## src/osc_trim_consts.svh

```systemverilog
// Purpose: named constants for the oscillator trim calibrator
// Assumes: included by its bare name
// Notes:   register offsets are byte addresses on a 32-bit wishbone bus
`ifndef OSC_TRIM_CONSTS_SVH
`define OSC_TRIM_CONSTS_SVH

`define ADR_CTRL        8'h00
`define ADR_EXPECT      8'h04
`define ADR_PERCENT     8'h08
`define ADR_TRIM        8'h0C
`define ADR_RESULT      8'h10
`define ADR_STATUS      8'h14
`define ADR_IRQ_EN      8'h18

`define CTRL_START      0
`define CTRL_REF_INT    1
`define CTRL_EDGE_LO    2
`define CTRL_EDGE_HI    3
`define CTRL_FILT_EN    4
`define CTRL_RDIV_LO    5
`define CTRL_RDIV_HI    6
`define CTRL_TDIV_LO    7
`define CTRL_TDIV_HI    8

`define ST_DONE         4
`define ST_ERR          5
`define ST_OVF          6
`define ST_BUSY         7

`define EDGE_RISE       2'h0
`define EDGE_FALL       2'h1
`define EDGE_BOTH       2'h2

`define OSC_DIV_HALF    5'h1F
`define RDIV_0          14'h0020
`define RDIV_1          14'h0080
`define RDIV_2          14'h0400
`define RDIV_3          14'h2000
`define TDIV_0          6'h01
`define TDIV_1          6'h04
`define TDIV_2          6'h08
`define TDIV_3          6'h20

`define PERCENT_RST     16'h000A
`define PERCENT_DEN     32'd10000
`define COARSE_NUM      32'd5
`define COARSE_DEN      32'd1000
`define TRIM_RST        8'h00
`define TRIM_MAX        9'sh07F
`define TRIM_MIN        -9'sh080
`define SET_LAST        3'h4
`define FILT_LEN        2'h3
`define STEP_FINE       4'sh1
`define STEP_COARSE     4'sh5

`endif

```

## src/osc_trim_pkg.sv

```systemverilog
// Purpose: types for the oscillator trim calibrator
// Assumes: constants come from osc_trim_consts.svh
// Notes:   bus groups travel as packed structs
package osc_trim_pkg;
  typedef enum logic [2:0] {
    CAL_STANDBY,
    CAL_START,
    CAL_ABOVE,
    CAL_BELOW,
    CAL_WITHIN
  } cal_state_t;

  typedef struct packed {
    logic        cyc;
    logic        stb;
    logic        we;
    logic [3:0]  sel;
    logic [7:0]  adr;
    logic [31:0] dat;
  } wb_req_t;

  typedef struct packed {
    logic        ack;
    logic [31:0] dat;
  } wb_rsp_t;

  typedef struct packed {
    logic done;
    logic err;
    logic ovf;
  } cal_events_t;
endpackage

```

## src/oscillator_trim_calibrator.sv

```systemverilog
// Purpose: measure the oscillator against a reference and trim it
// Assumes: all inputs synchronous to mclk, osc level slower than mclk/2
// Notes:   registers reached over classic wishbone, one ack per access
//
// The Wishbone interface to the registers and the register offsets were left to the implementer.
`timescale 1ns/10ps
`default_nettype none
`include "osc_trim_consts.svh"

module oscillator_trim_calibrator #(
  parameter int CNT_W  = 16,
  parameter int OSC_HZ = 64000000,
  parameter int REF_HZ = 1000
) (
  input  wire logic                  mclk,
  input  wire logic                  rstn,
  input  wire osc_trim_pkg::wb_req_t wb_req,
  output osc_trim_pkg::wb_rsp_t      wb_rsp,
  input  wire logic                  osc_clk_level,
  input  wire logic                  measure_reference_pin,
  output logic                       divided_clock_output,
  output logic [7:0]                 oscillator_trim_value,
  output osc_trim_pkg::cal_events_t  irq_req
);
  import osc_trim_pkg::*;

  localparam logic [CNT_W-1:0] Z_RST = CNT_W'(OSC_HZ / 64 / REF_HZ);
  localparam logic [CNT_W-1:0] CNT_MAX = {CNT_W{1'b1}};
  localparam int XW = CNT_W + 3;

  logic              ack_q;
  logic [31:0]       rdat_q;
  logic [8:1]        ctrl_q;
  logic [CNT_W-1:0]  expect_q;
  logic [15:0]       percent_q;
  logic [7:0]        trim_q;
  logic [CNT_W-1:0]  result_q;
  logic [2:0]        irq_en_q;
  cal_events_t       sticky_q;
  cal_state_t        state_q;
  logic              running_q;
  logic              osc_prev_q;
  logic [4:0]        osc_cnt_q;
  logic              div_clk_q;
  logic              div_prev_q;
  logic [5:0]        tdiv_cnt_q;
  logic [13:0]       rdiv_cnt_q;
  logic              ref_int_q;
  logic              ref_smp_q;
  logic [1:0]        filt_cnt_q;
  logic              ref_filt_q;
  logic              ref_prev_q;
  logic [CNT_W-1:0]  count_q;
  logic              window_q;
  logic              ovf_hold_q;
  logic [2:0]        idx_q;
  logic [CNT_W+1:0]  sum_q;

  logic              wr_en;
  logic              start_pulse;
  logic              osc_rise;
  logic              tgt_edge;
  logic              ref_level;
  logic              ref_edge;
  logic              meas_done;
  logic              set_done;
  logic              ovf_ev;
  logic [5:0]        tdiv_sel;
  logic [13:0]       rdiv_sel;
  logic [CNT_W+1:0]  sum_full;
  logic [CNT_W-1:0]  avg;
  logic [31:0]       l_prod;
  logic [31:0]       m_prod;
  logic signed [XW-1:0] x_s;
  logic signed [XW-1:0] z_pl;
  logic signed [XW-1:0] z_ml;
  logic signed [XW-1:0] z_pm;
  logic signed [XW-1:0] z_mm;
  cal_state_t        next_state;
  logic signed [3:0] step;
  logic signed [8:0] trim_sum;
  logic [7:0]        trim_next;

  assign wr_en = wb_req.cyc && wb_req.stb && wb_req.we && !ack_q && wb_req.sel[0];
  assign start_pulse = wr_en && wb_req.adr == `ADR_CTRL && wb_req.dat[`CTRL_START];

  // wishbone slave: one wait state, unmapped reads give zero
  always_ff @(posedge mclk) begin
    if (!rstn) begin
      ack_q <= 1'b0;
    end else begin
      ack_q <= wb_req.cyc && wb_req.stb && !ack_q;
    end
  end

  always_ff @(posedge mclk) begin
    if (!rstn) begin
      rdat_q <= 32'h0000_0000;
    end else begin
      unique case (wb_req.adr)
        `ADR_CTRL:    rdat_q <= {23'h0, ctrl_q, 1'b0};
        `ADR_EXPECT:  rdat_q <= 32'(expect_q);
        `ADR_PERCENT: rdat_q <= {16'h0000, percent_q};
        `ADR_TRIM:    rdat_q <= {24'h00_0000, trim_q};
        `ADR_RESULT:  rdat_q <= 32'(result_q);
        `ADR_STATUS:  rdat_q <= {24'h00_0000, running_q, sticky_q.ovf, sticky_q.err,
                                 sticky_q.done, 1'b0, state_q};
        `ADR_IRQ_EN:  rdat_q <= {29'h0, irq_en_q};
        default:      rdat_q <= 32'h0000_0000;
      endcase
    end
  end

  assign wb_rsp.ack = ack_q;
  assign wb_rsp.dat = rdat_q;

  // configuration; only the low byte lane select is honoured, and ctrl, expect and percent also take lane one
  always_ff @(posedge mclk) begin
    if (!rstn) begin
      ctrl_q    <= 8'h00;
      expect_q  <= Z_RST;
      percent_q <= `PERCENT_RST;
      irq_en_q  <= 3'h0;
    end else if (wr_en) begin
      unique case (wb_req.adr)
        `ADR_CTRL:    ctrl_q <= wb_req.dat[8:1];
        `ADR_EXPECT:  expect_q <= wb_req.dat[CNT_W-1:0];
        `ADR_PERCENT: percent_q <= wb_req.dat[15:0];
        `ADR_IRQ_EN:  irq_en_q <= wb_req.dat[2:0];
        default:      ;
      endcase
    end
  end

  // target clock: oscillator divided by 64, then the selectable divider
  assign osc_rise = osc_clk_level && !osc_prev_q;

  always_ff @(posedge mclk) begin
    if (!rstn) begin
      osc_prev_q <= 1'b0;
      osc_cnt_q  <= 5'h00;
      div_clk_q  <= 1'b0;
      div_prev_q <= 1'b0;
    end else begin
      osc_prev_q <= osc_clk_level;
      div_prev_q <= div_clk_q;
      if (osc_rise) begin
        osc_cnt_q <= osc_cnt_q + 5'h01;
        if (osc_cnt_q == `OSC_DIV_HALF) begin
          div_clk_q <= !div_clk_q;
        end
      end
    end
  end

  assign divided_clock_output = div_clk_q;

  always_comb begin
    unique case (ctrl_q[`CTRL_TDIV_HI:`CTRL_TDIV_LO])
      2'h0: tdiv_sel = `TDIV_0;
      2'h1: tdiv_sel = `TDIV_1;
      2'h2: tdiv_sel = `TDIV_2;
      2'h3: tdiv_sel = `TDIV_3;
    endcase
    unique case (ctrl_q[`CTRL_RDIV_HI:`CTRL_RDIV_LO])
      2'h0: rdiv_sel = `RDIV_0;
      2'h1: rdiv_sel = `RDIV_1;
      2'h2: rdiv_sel = `RDIV_2;
      2'h3: rdiv_sel = `RDIV_3;
    endcase
  end

  assign tgt_edge = div_clk_q && !div_prev_q && tdiv_cnt_q == tdiv_sel - 6'h01;

  always_ff @(posedge mclk) begin
    if (!rstn) begin
      tdiv_cnt_q <= 6'h00;
    end else if (div_clk_q && !div_prev_q) begin
      tdiv_cnt_q <= (tdiv_cnt_q >= tdiv_sel - 6'h01) ? 6'h00 : tdiv_cnt_q + 6'h01;
    end
  end

  // internal reference: mclk toggled every div/2 cycles gives period = div
  always_ff @(posedge mclk) begin
    if (!rstn) begin
      rdiv_cnt_q <= 14'h0000;
      ref_int_q  <= 1'b0;
    end else if (rdiv_cnt_q >= (rdiv_sel >> 1) - 14'h0001) begin
      rdiv_cnt_q <= 14'h0000;
      ref_int_q  <= !ref_int_q;
    end else begin
      rdiv_cnt_q <= rdiv_cnt_q + 14'h0001;
    end
  end

  // reference path; the filter costs two cycles of latency on the pin
  assign ref_level = ctrl_q[`CTRL_REF_INT] ? ref_int_q : ref_filt_q;

  always_ff @(posedge mclk) begin
    if (!rstn) begin
      ref_smp_q  <= 1'b0;
      filt_cnt_q <= 2'h0;
      ref_filt_q <= 1'b0;
      ref_prev_q <= 1'b0;
    end else begin
      ref_smp_q  <= measure_reference_pin;
      ref_prev_q <= ref_level;
      if (!ctrl_q[`CTRL_FILT_EN]) begin
        ref_filt_q <= ref_smp_q;
        filt_cnt_q <= 2'h0;
      end else if (ref_smp_q == ref_filt_q) begin
        filt_cnt_q <= 2'h0;
      end else if (filt_cnt_q == `FILT_LEN - 2'h1) begin
        ref_filt_q <= ref_smp_q;
        filt_cnt_q <= 2'h0;
      end else begin
        filt_cnt_q <= filt_cnt_q + 2'h1;
      end
    end
  end

  always_comb begin
    unique case (ctrl_q[`CTRL_EDGE_HI:`CTRL_EDGE_LO])
      `EDGE_RISE: ref_edge = ref_level && !ref_prev_q;
      `EDGE_FALL: ref_edge = !ref_level && ref_prev_q;
      `EDGE_BOTH: ref_edge = ref_level != ref_prev_q;
      default:    ref_edge = 1'b0;
    endcase
  end

  // measurement counter, idle outside a calibration run
  assign meas_done = running_q && window_q && ref_edge;
  assign ovf_ev    = running_q && window_q && tgt_edge && count_q == CNT_MAX && !ovf_hold_q;

  always_ff @(posedge mclk) begin
    if (!rstn || !running_q) begin
      count_q    <= '0;
      window_q   <= 1'b0;
      ovf_hold_q <= 1'b0;
    end else if (ref_edge) begin
      count_q    <= '0;
      window_q   <= 1'b1;
      ovf_hold_q <= 1'b0;
    end else if (window_q && tgt_edge) begin
      if (count_q == CNT_MAX) begin
        ovf_hold_q <= 1'b1;
      end else begin
        count_q <= count_q + 1'b1;
      end
    end
  end

  // averaging over a set
  assign set_done = meas_done && idx_q == `SET_LAST;
  assign sum_full = sum_q + (CNT_W+2)'(count_q);
  assign avg      = sum_full[CNT_W+1:2];

  always_ff @(posedge mclk) begin
    if (!rstn || start_pulse) begin
      idx_q <= 3'h0;
      sum_q <= '0;
    end else if (meas_done) begin
      if (idx_q == 3'h0) begin
        idx_q <= 3'h1;
      end else if (set_done) begin
        idx_q <= 3'h0;
        sum_q <= '0;
      end else begin
        idx_q <= idx_q + 3'h1;
        sum_q <= sum_full;
      end
    end
  end

  always_ff @(posedge mclk) begin
    if (!rstn) begin
      result_q <= '0;
    end else if (set_done) begin
      result_q <= avg;
    end
  end

  // thresholds from the expected count
  assign l_prod = 32'(expect_q) * 32'(percent_q) / `PERCENT_DEN;
  assign m_prod = 32'(expect_q) * `COARSE_NUM / `COARSE_DEN;
  assign x_s  = XW'(avg);
  assign z_pl = XW'(expect_q) + XW'(l_prod[CNT_W-1:0]);
  assign z_ml = XW'(expect_q) - XW'(l_prod[CNT_W-1:0]);
  assign z_pm = XW'(expect_q) + XW'(m_prod[CNT_W-1:0]);
  assign z_mm = XW'(expect_q) - XW'(m_prod[CNT_W-1:0]);

  always_comb begin
    if (x_s > z_pl) begin
      next_state = CAL_ABOVE;
    end else if (x_s < z_ml) begin
      next_state = CAL_BELOW;
    end else begin
      next_state = CAL_WITHIN;
    end
    unique case (next_state)
      CAL_ABOVE:  step = (x_s < z_pm) ? -`STEP_FINE : -`STEP_COARSE;
      CAL_BELOW:  step = (x_s > z_mm) ? `STEP_FINE : `STEP_COARSE;
      default: begin
        // the dead band is judged first, since M may be smaller than L
        if (x_s >= z_ml && x_s <= z_pl) begin
          step = 4'sh0;
        end else if (x_s >= z_pm) begin
          step = -`STEP_COARSE;
        end else if (x_s > z_pl) begin
          step = -`STEP_FINE;
        end else if (x_s < z_mm) begin
          step = `STEP_COARSE;
        end else begin
          step = `STEP_FINE;
        end
      end
    endcase
    trim_sum = $signed({trim_q[7], trim_q}) + 9'(step);
    if (trim_sum > `TRIM_MAX) begin
      trim_next = 8'h7F;
    end else if (trim_sum < `TRIM_MIN) begin
      trim_next = 8'h80;
    end else begin
      trim_next = trim_sum[7:0];
    end
  end

  // controller; stays in within until software starts a new run
  always_ff @(posedge mclk) begin
    if (!rstn) begin
      state_q   <= CAL_STANDBY;
      running_q <= 1'b0;
    end else if (start_pulse) begin
      state_q   <= CAL_START;
      running_q <= 1'b1;
    end else if (set_done) begin
      state_q   <= next_state;
      running_q <= next_state != CAL_WITHIN;
    end
  end

  // hardware adjustment wins over a software write in the same cycle
  always_ff @(posedge mclk) begin
    if (!rstn) begin
      trim_q <= `TRIM_RST;
    end else if (set_done) begin
      trim_q <= trim_next;
    end else if (wr_en && wb_req.adr == `ADR_TRIM) begin
      trim_q <= wb_req.dat[7:0];
    end
  end

  assign oscillator_trim_value = trim_q;

  // sticky events, write one to clear, a new event beats the clear
  always_ff @(posedge mclk) begin
    if (!rstn) begin
      sticky_q <= '0;
    end else begin
      if (wr_en && wb_req.adr == `ADR_STATUS) begin
        sticky_q <= sticky_q & ~cal_events_t'({wb_req.dat[`ST_DONE],
                    wb_req.dat[`ST_ERR], wb_req.dat[`ST_OVF]}) | cal_events_t'({set_done,
                    set_done && next_state != CAL_WITHIN, ovf_ev});
      end else begin
        sticky_q <= sticky_q | cal_events_t'({set_done,
                    set_done && next_state != CAL_WITHIN, ovf_ev});
      end
    end
  end

  assign irq_req = sticky_q & cal_events_t'(irq_en_q);
endmodule
`default_nettype wire

```

## config.mk

```make
export PLATFORM = sky130hd
export DESIGN_NAME = oscillator_trim_calibrator
export DESIGN_NICKNAME = d
export VERILOG_FILES = /design/src/osc_trim_pkg.sv /design/src/oscillator_trim_calibrator.sv
export VERILOG_INCLUDE_DIRS = /design/src
export SDC_FILE = /design/constraint.sdc
export NUM_CORES = 2
export LEC_CHECK = 0
export BUFFER_PORTS_ARGS = -buffer_cell sky130_fd_sc_hd__buf_2
export CAP_MARGIN = 20
export CORE_ASPECT_RATIO = 1.75
export CORE_MARGIN = 4
export CORE_UTILIZATION = 35
export DETAILED_ROUTE_END_ITERATION = 10
export PLACE_DENSITY = 0.47
export SYNTH_ARGS = -nofsm -noshare
export SYNTH_HDL_FRONTEND = slang
export SYNTH_SLANG_ARGS = --single-unit
```

## constraint.sdc

```tcl
create_clock -name mclk -period 31.4 [get_ports mclk]
set_input_delay 3.14 -clock mclk [delete_from_list [all_inputs] [get_ports mclk]]
set_output_delay 3.14 -clock mclk [all_outputs]
set_load 0.005 [all_outputs]
```

==> results.md <==
* Fin. Hold Viols at 0
* Final Instance Area at 33700 sq um
* ANT cells at 0
* Row Count at 140
* Synth Register Bits at 164
* R2r endpoint: oscillator_trim_value[2]$_SDFFE_PN0P_
* Post-Syn Instances at 3806
* Die width at 228 microns
* Dpl cell area at 32900 sq um
* Core area at 83600 sq um
* Total power draw at 0.000466 W
* WS Path Type: register to register
* Mean area per synthesized cell at 7.77 sq um
* HP Class: register to register
* Detail Placement HPWL at 80.3 mm
* Cell chosen for the clock root: clkbuf_16
* Die height at 392 microns
* Crit path time final at 29.22 ns
* WP depth at 121
* Int Power at 0.000338 W
* Worst Setup EP: oscillator_trim_value[2]$_SDFFE_PN0P_
* Worst-Margin Slew at 1.12 ns
* Combinational Power Share at 0.113
* Critical path required time at 31.74 ns
* Setup violations, final at 0
* CTS clk-pin slew, worst paths at 0.07 ns
* Max IR drop VDD at 0.0000386 V
* Slowest cell on crit path: or4_4
* Skew-Pair Late Insertion Delay at 0.44 ns
* Post-Place Setup Slack at 1.16 ns
* Sw frac at 0.274
* DR vias/cell at 5.43
* Setup tns final at 0 ns
* CTS tree: yes
* Via count at 27897
* Final Max Tran Viols at 0
* Yosys synthesis warning count at 0
* Flop-to-flop setup slack at 2.18 ns
* Initial Utilization at 0.354
* Wire length on met2 at 55.5 mm
* P_leak at 15.2 nW
* Vias in the first global route at 28555
* Mapped Area at 29600 sq um
* Final period util at 0.931
* CP delay by family, top: compound AO/OA/AOI/OAI gates
* Status: completed
* Max-Cap Viols at 0
* Drt first pass iters at 5
* Routed len/inst at 19.0 microns
* Primary FF master, synth: dfxtp_1
* FF-to-FF path depth at 121
* Total CTS buffers at 17
* First-pass GRT wire length at 155 mm
* Critical Path AT at 29.57 ns
* Num Clock Sinks at 164
* Pin count of the biggest net entering global routing at 61
* Layout cell share with drive strength beyond 1 at 0.148
* PnR worst setup slack at 2.18 ns
* Nets at 4608
* Global-route usage over all layers at 0.214
* Critical path's largest stage delay at 0.59 ns
* IO Pins at 96
* Remaining DRCs at 0
* Distinct cells, synth at 144
* Gpl congestion at 0.871
* CP Capture Type: register
* Initial antenna violation count at 0
* Synth area leaders: fa_1 14%, ha_1 12%, dfxtp_1 11%
* Gr ovfl total at 0
* Placed Cells at 5100
* H-tree lvl count at 4
* Fmax at 34.2 MHz
* Worst setup path startpoint: percent_q[2]$_SDFFE_PN0P_
* Max Used Layer: met4
* Aggregate routed wire length at 97.6 mm
* CP bufs+invs at 18
* Reg2reg start: percent_q[2]$_SDFFE_PN0P_
* Switching power at 0.000128 W
* CP max FO at 14
* FILL cells at 8850
* Rel. slew slack at 0.248
* CTS max path bufs at 2
* Async set-reset flop share out of synthesis at 0
* EDFF count, synth at 0
* Area leader, netlist: fa_1
* DR iter-0 viols at 1341
* Crit-path most repeated cell: buf_4
* Area share of the largest cell type after synthesis at 0.136
* Register area share after synthesis at 0.111
* Antenna Nets Post-Route at 0
* Die ar. at 89400 sq um
* PwrDens at 13.8 nW/um^2
* Layout area overhead at 13.9%
* Fin cells at 5139
* RSZ-0062 raised after global routing: no
* Skew final at 0.0161 ns
* Crit start category: register
* PortBufs at 60
* Seq pwr share at 0.450
* WL met3 at 1.78 mm
* Met1 wire length at 37.7 mm
* Clock share of power at 0.438
==> cell usage after synthesis, types with 28 or more instances <==
library cell	instances
nand2_1	468
o21a_1	29
xor2_1	80
o211ai_1	45
nand2b_1	41
nand3_1	88
dfxtp_1	164
a21o_1	44
nor3_1	69
ha_1	295
a21oi_1	265
and2_1	154
o21ai_1	38
mux2i_1	38
or3_1	28
nor2b_1	36
clkbuf_1	101
fa_1	201
nor2_1	276
o21ai_0	136
xnor2_1	157
nand4_1	44
inv_1	351
o21bai_1	40
a22oi_1	57
==> routing by layer <==
metal / GRT usage / vias to the layer above
li1: - / 13747
met1: 0.230 / 13621
met2: 0.446 / 418
met3: 0.0101 / 111
met4: 0.0591 / 0
met5: 0 / -
==> flip-flops by register name, summed over array words and instances (netlist names), 3 cells and up <==
name / flops
sum_q: 18
expect_q: 16
oscillator_trim_value: 8
ctrl_q: 8
irq_en_q: 3
state_q: 3
sticky_q: 3
tdiv_cnt_q: 6
rdiv_cnt_q: 14
result_q: 16
osc_cnt_q: 5
percent_q: 16
idx_q: 3
count_q: 16
rdat_q: 16
==> timing repair <==
item / 4_1_cts / 5_1_grt
resized for setup: 0 / 41
endpoints found under the setup margin: 0 / 8
hold buffers: 0 / 0
buffers inserted: 0 / 6
==> layout by cell type, fill, tap and decap left out, types with 16 or more instances in the layout <==
cell type and count:
dfxtp_2 17, clkbuf_16 17, nand2b_1 41, nor2_1 276, maj3_1 16, o21a_1 29, a22oi_1 57, a21oi_1 262
a31oi_1 23, dfxtp_1 145, nand4_1 44, o22ai_1 16, o211ai_1 45, ha_1 295, mux2i_1 38, a211oi_1 24
or3_1 27, nor2b_1 36, inv_1 350, and3_1 24, xor2_1 78, o211a_1 17, o21ai_0 136, o21bai_1 39
xnor2_1 156, nand3_1 87, nand2_1 468, and2_1 154, o21ai_1 35, buf_2 60, a21o_1 43, buf_4 314
fa_1 201, a21boi_0 20, nor3_1 66, conb_1 19
==> kinds of logic (layout without fill, tap and decap cells) <==
logic type	Yosys count	after routing	synth area share
fa+ha+maj	515	515	0.268
other cells	2	19	0.000254
xor+xnor	255	255	0.0809
simple gates	1326	1326	0.217
buf+inv	515	766	0.0697
compound gates	972	972	0.232
flops	164	164	0.111
mux	57	57	0.0209
==> how the worst min path moves through the flow <==
stage | from | to | cells past startpoint
finish | filt_cnt_q[0]$_SDFF_PP0_ | filt_cnt_q[0]$_SDFF_PP0_ | 1
global route | filt_cnt_q[0]$_SDFF_PP0_ | filt_cnt_q[0]$_SDFF_PP0_ | 1
CTS | filt_cnt_q[0]$_SDFF_PP0_ | filt_cnt_q[0]$_SDFF_PP0_ | 1
detailed placement | filt_cnt_q[0]$_SDFF_PP0_ | filt_cnt_q[0]$_SDFF_PP0_ | 1
global placement | filt_cnt_q[0]$_SDFF_PP0_ | filt_cnt_q[0]$_SDFF_PP0_ | 1
floorplan | filt_cnt_q[0]$_SDFF_PP0_ | filt_cnt_q[0]$_SDFF_PP0_ | 1
==> through the flow <==
stage	utilization	hold slack (ns)
4_1_cts	0.401	0.411
5_1_grt	0.403	0.468
3_3_place_gp	0.394	0.404
3_5_place_dp	0.394	0.402
6_report	0.403	0.410
2_1_floorplan	-	0.391
==> power groups by stage <==
stage / clock network [W] / registers, W / logic, W
6_report: 0.000204 / 0.000209 / 0.0000526
5_1_grt: 0.000216 / 0.000209 / 0.0000578
4_1_cts: 0.000208 / 0.000210 / 0.0000531
3_5_place_dp: 0 / 0.000214 / 0.0000530
3_3_place_gp: 0 / 0.000214 / 0.0000532
2_1_floorplan: 0 / 0.000214 / 0.0000310
==> final cells by class <==
cell class              count  area (sq um)  area share
multi-input cells        3144         24400       0.725
clock inverters            13           119     0.00353
clock buffers              19           443      0.0132
well taps                1065          1330      0.0396
flip-flops and latches    164          3310      0.0983
repair buffers            376          2700      0.0801
inverters                 358          1350      0.0401
Power figures use the tool's default switching activity.
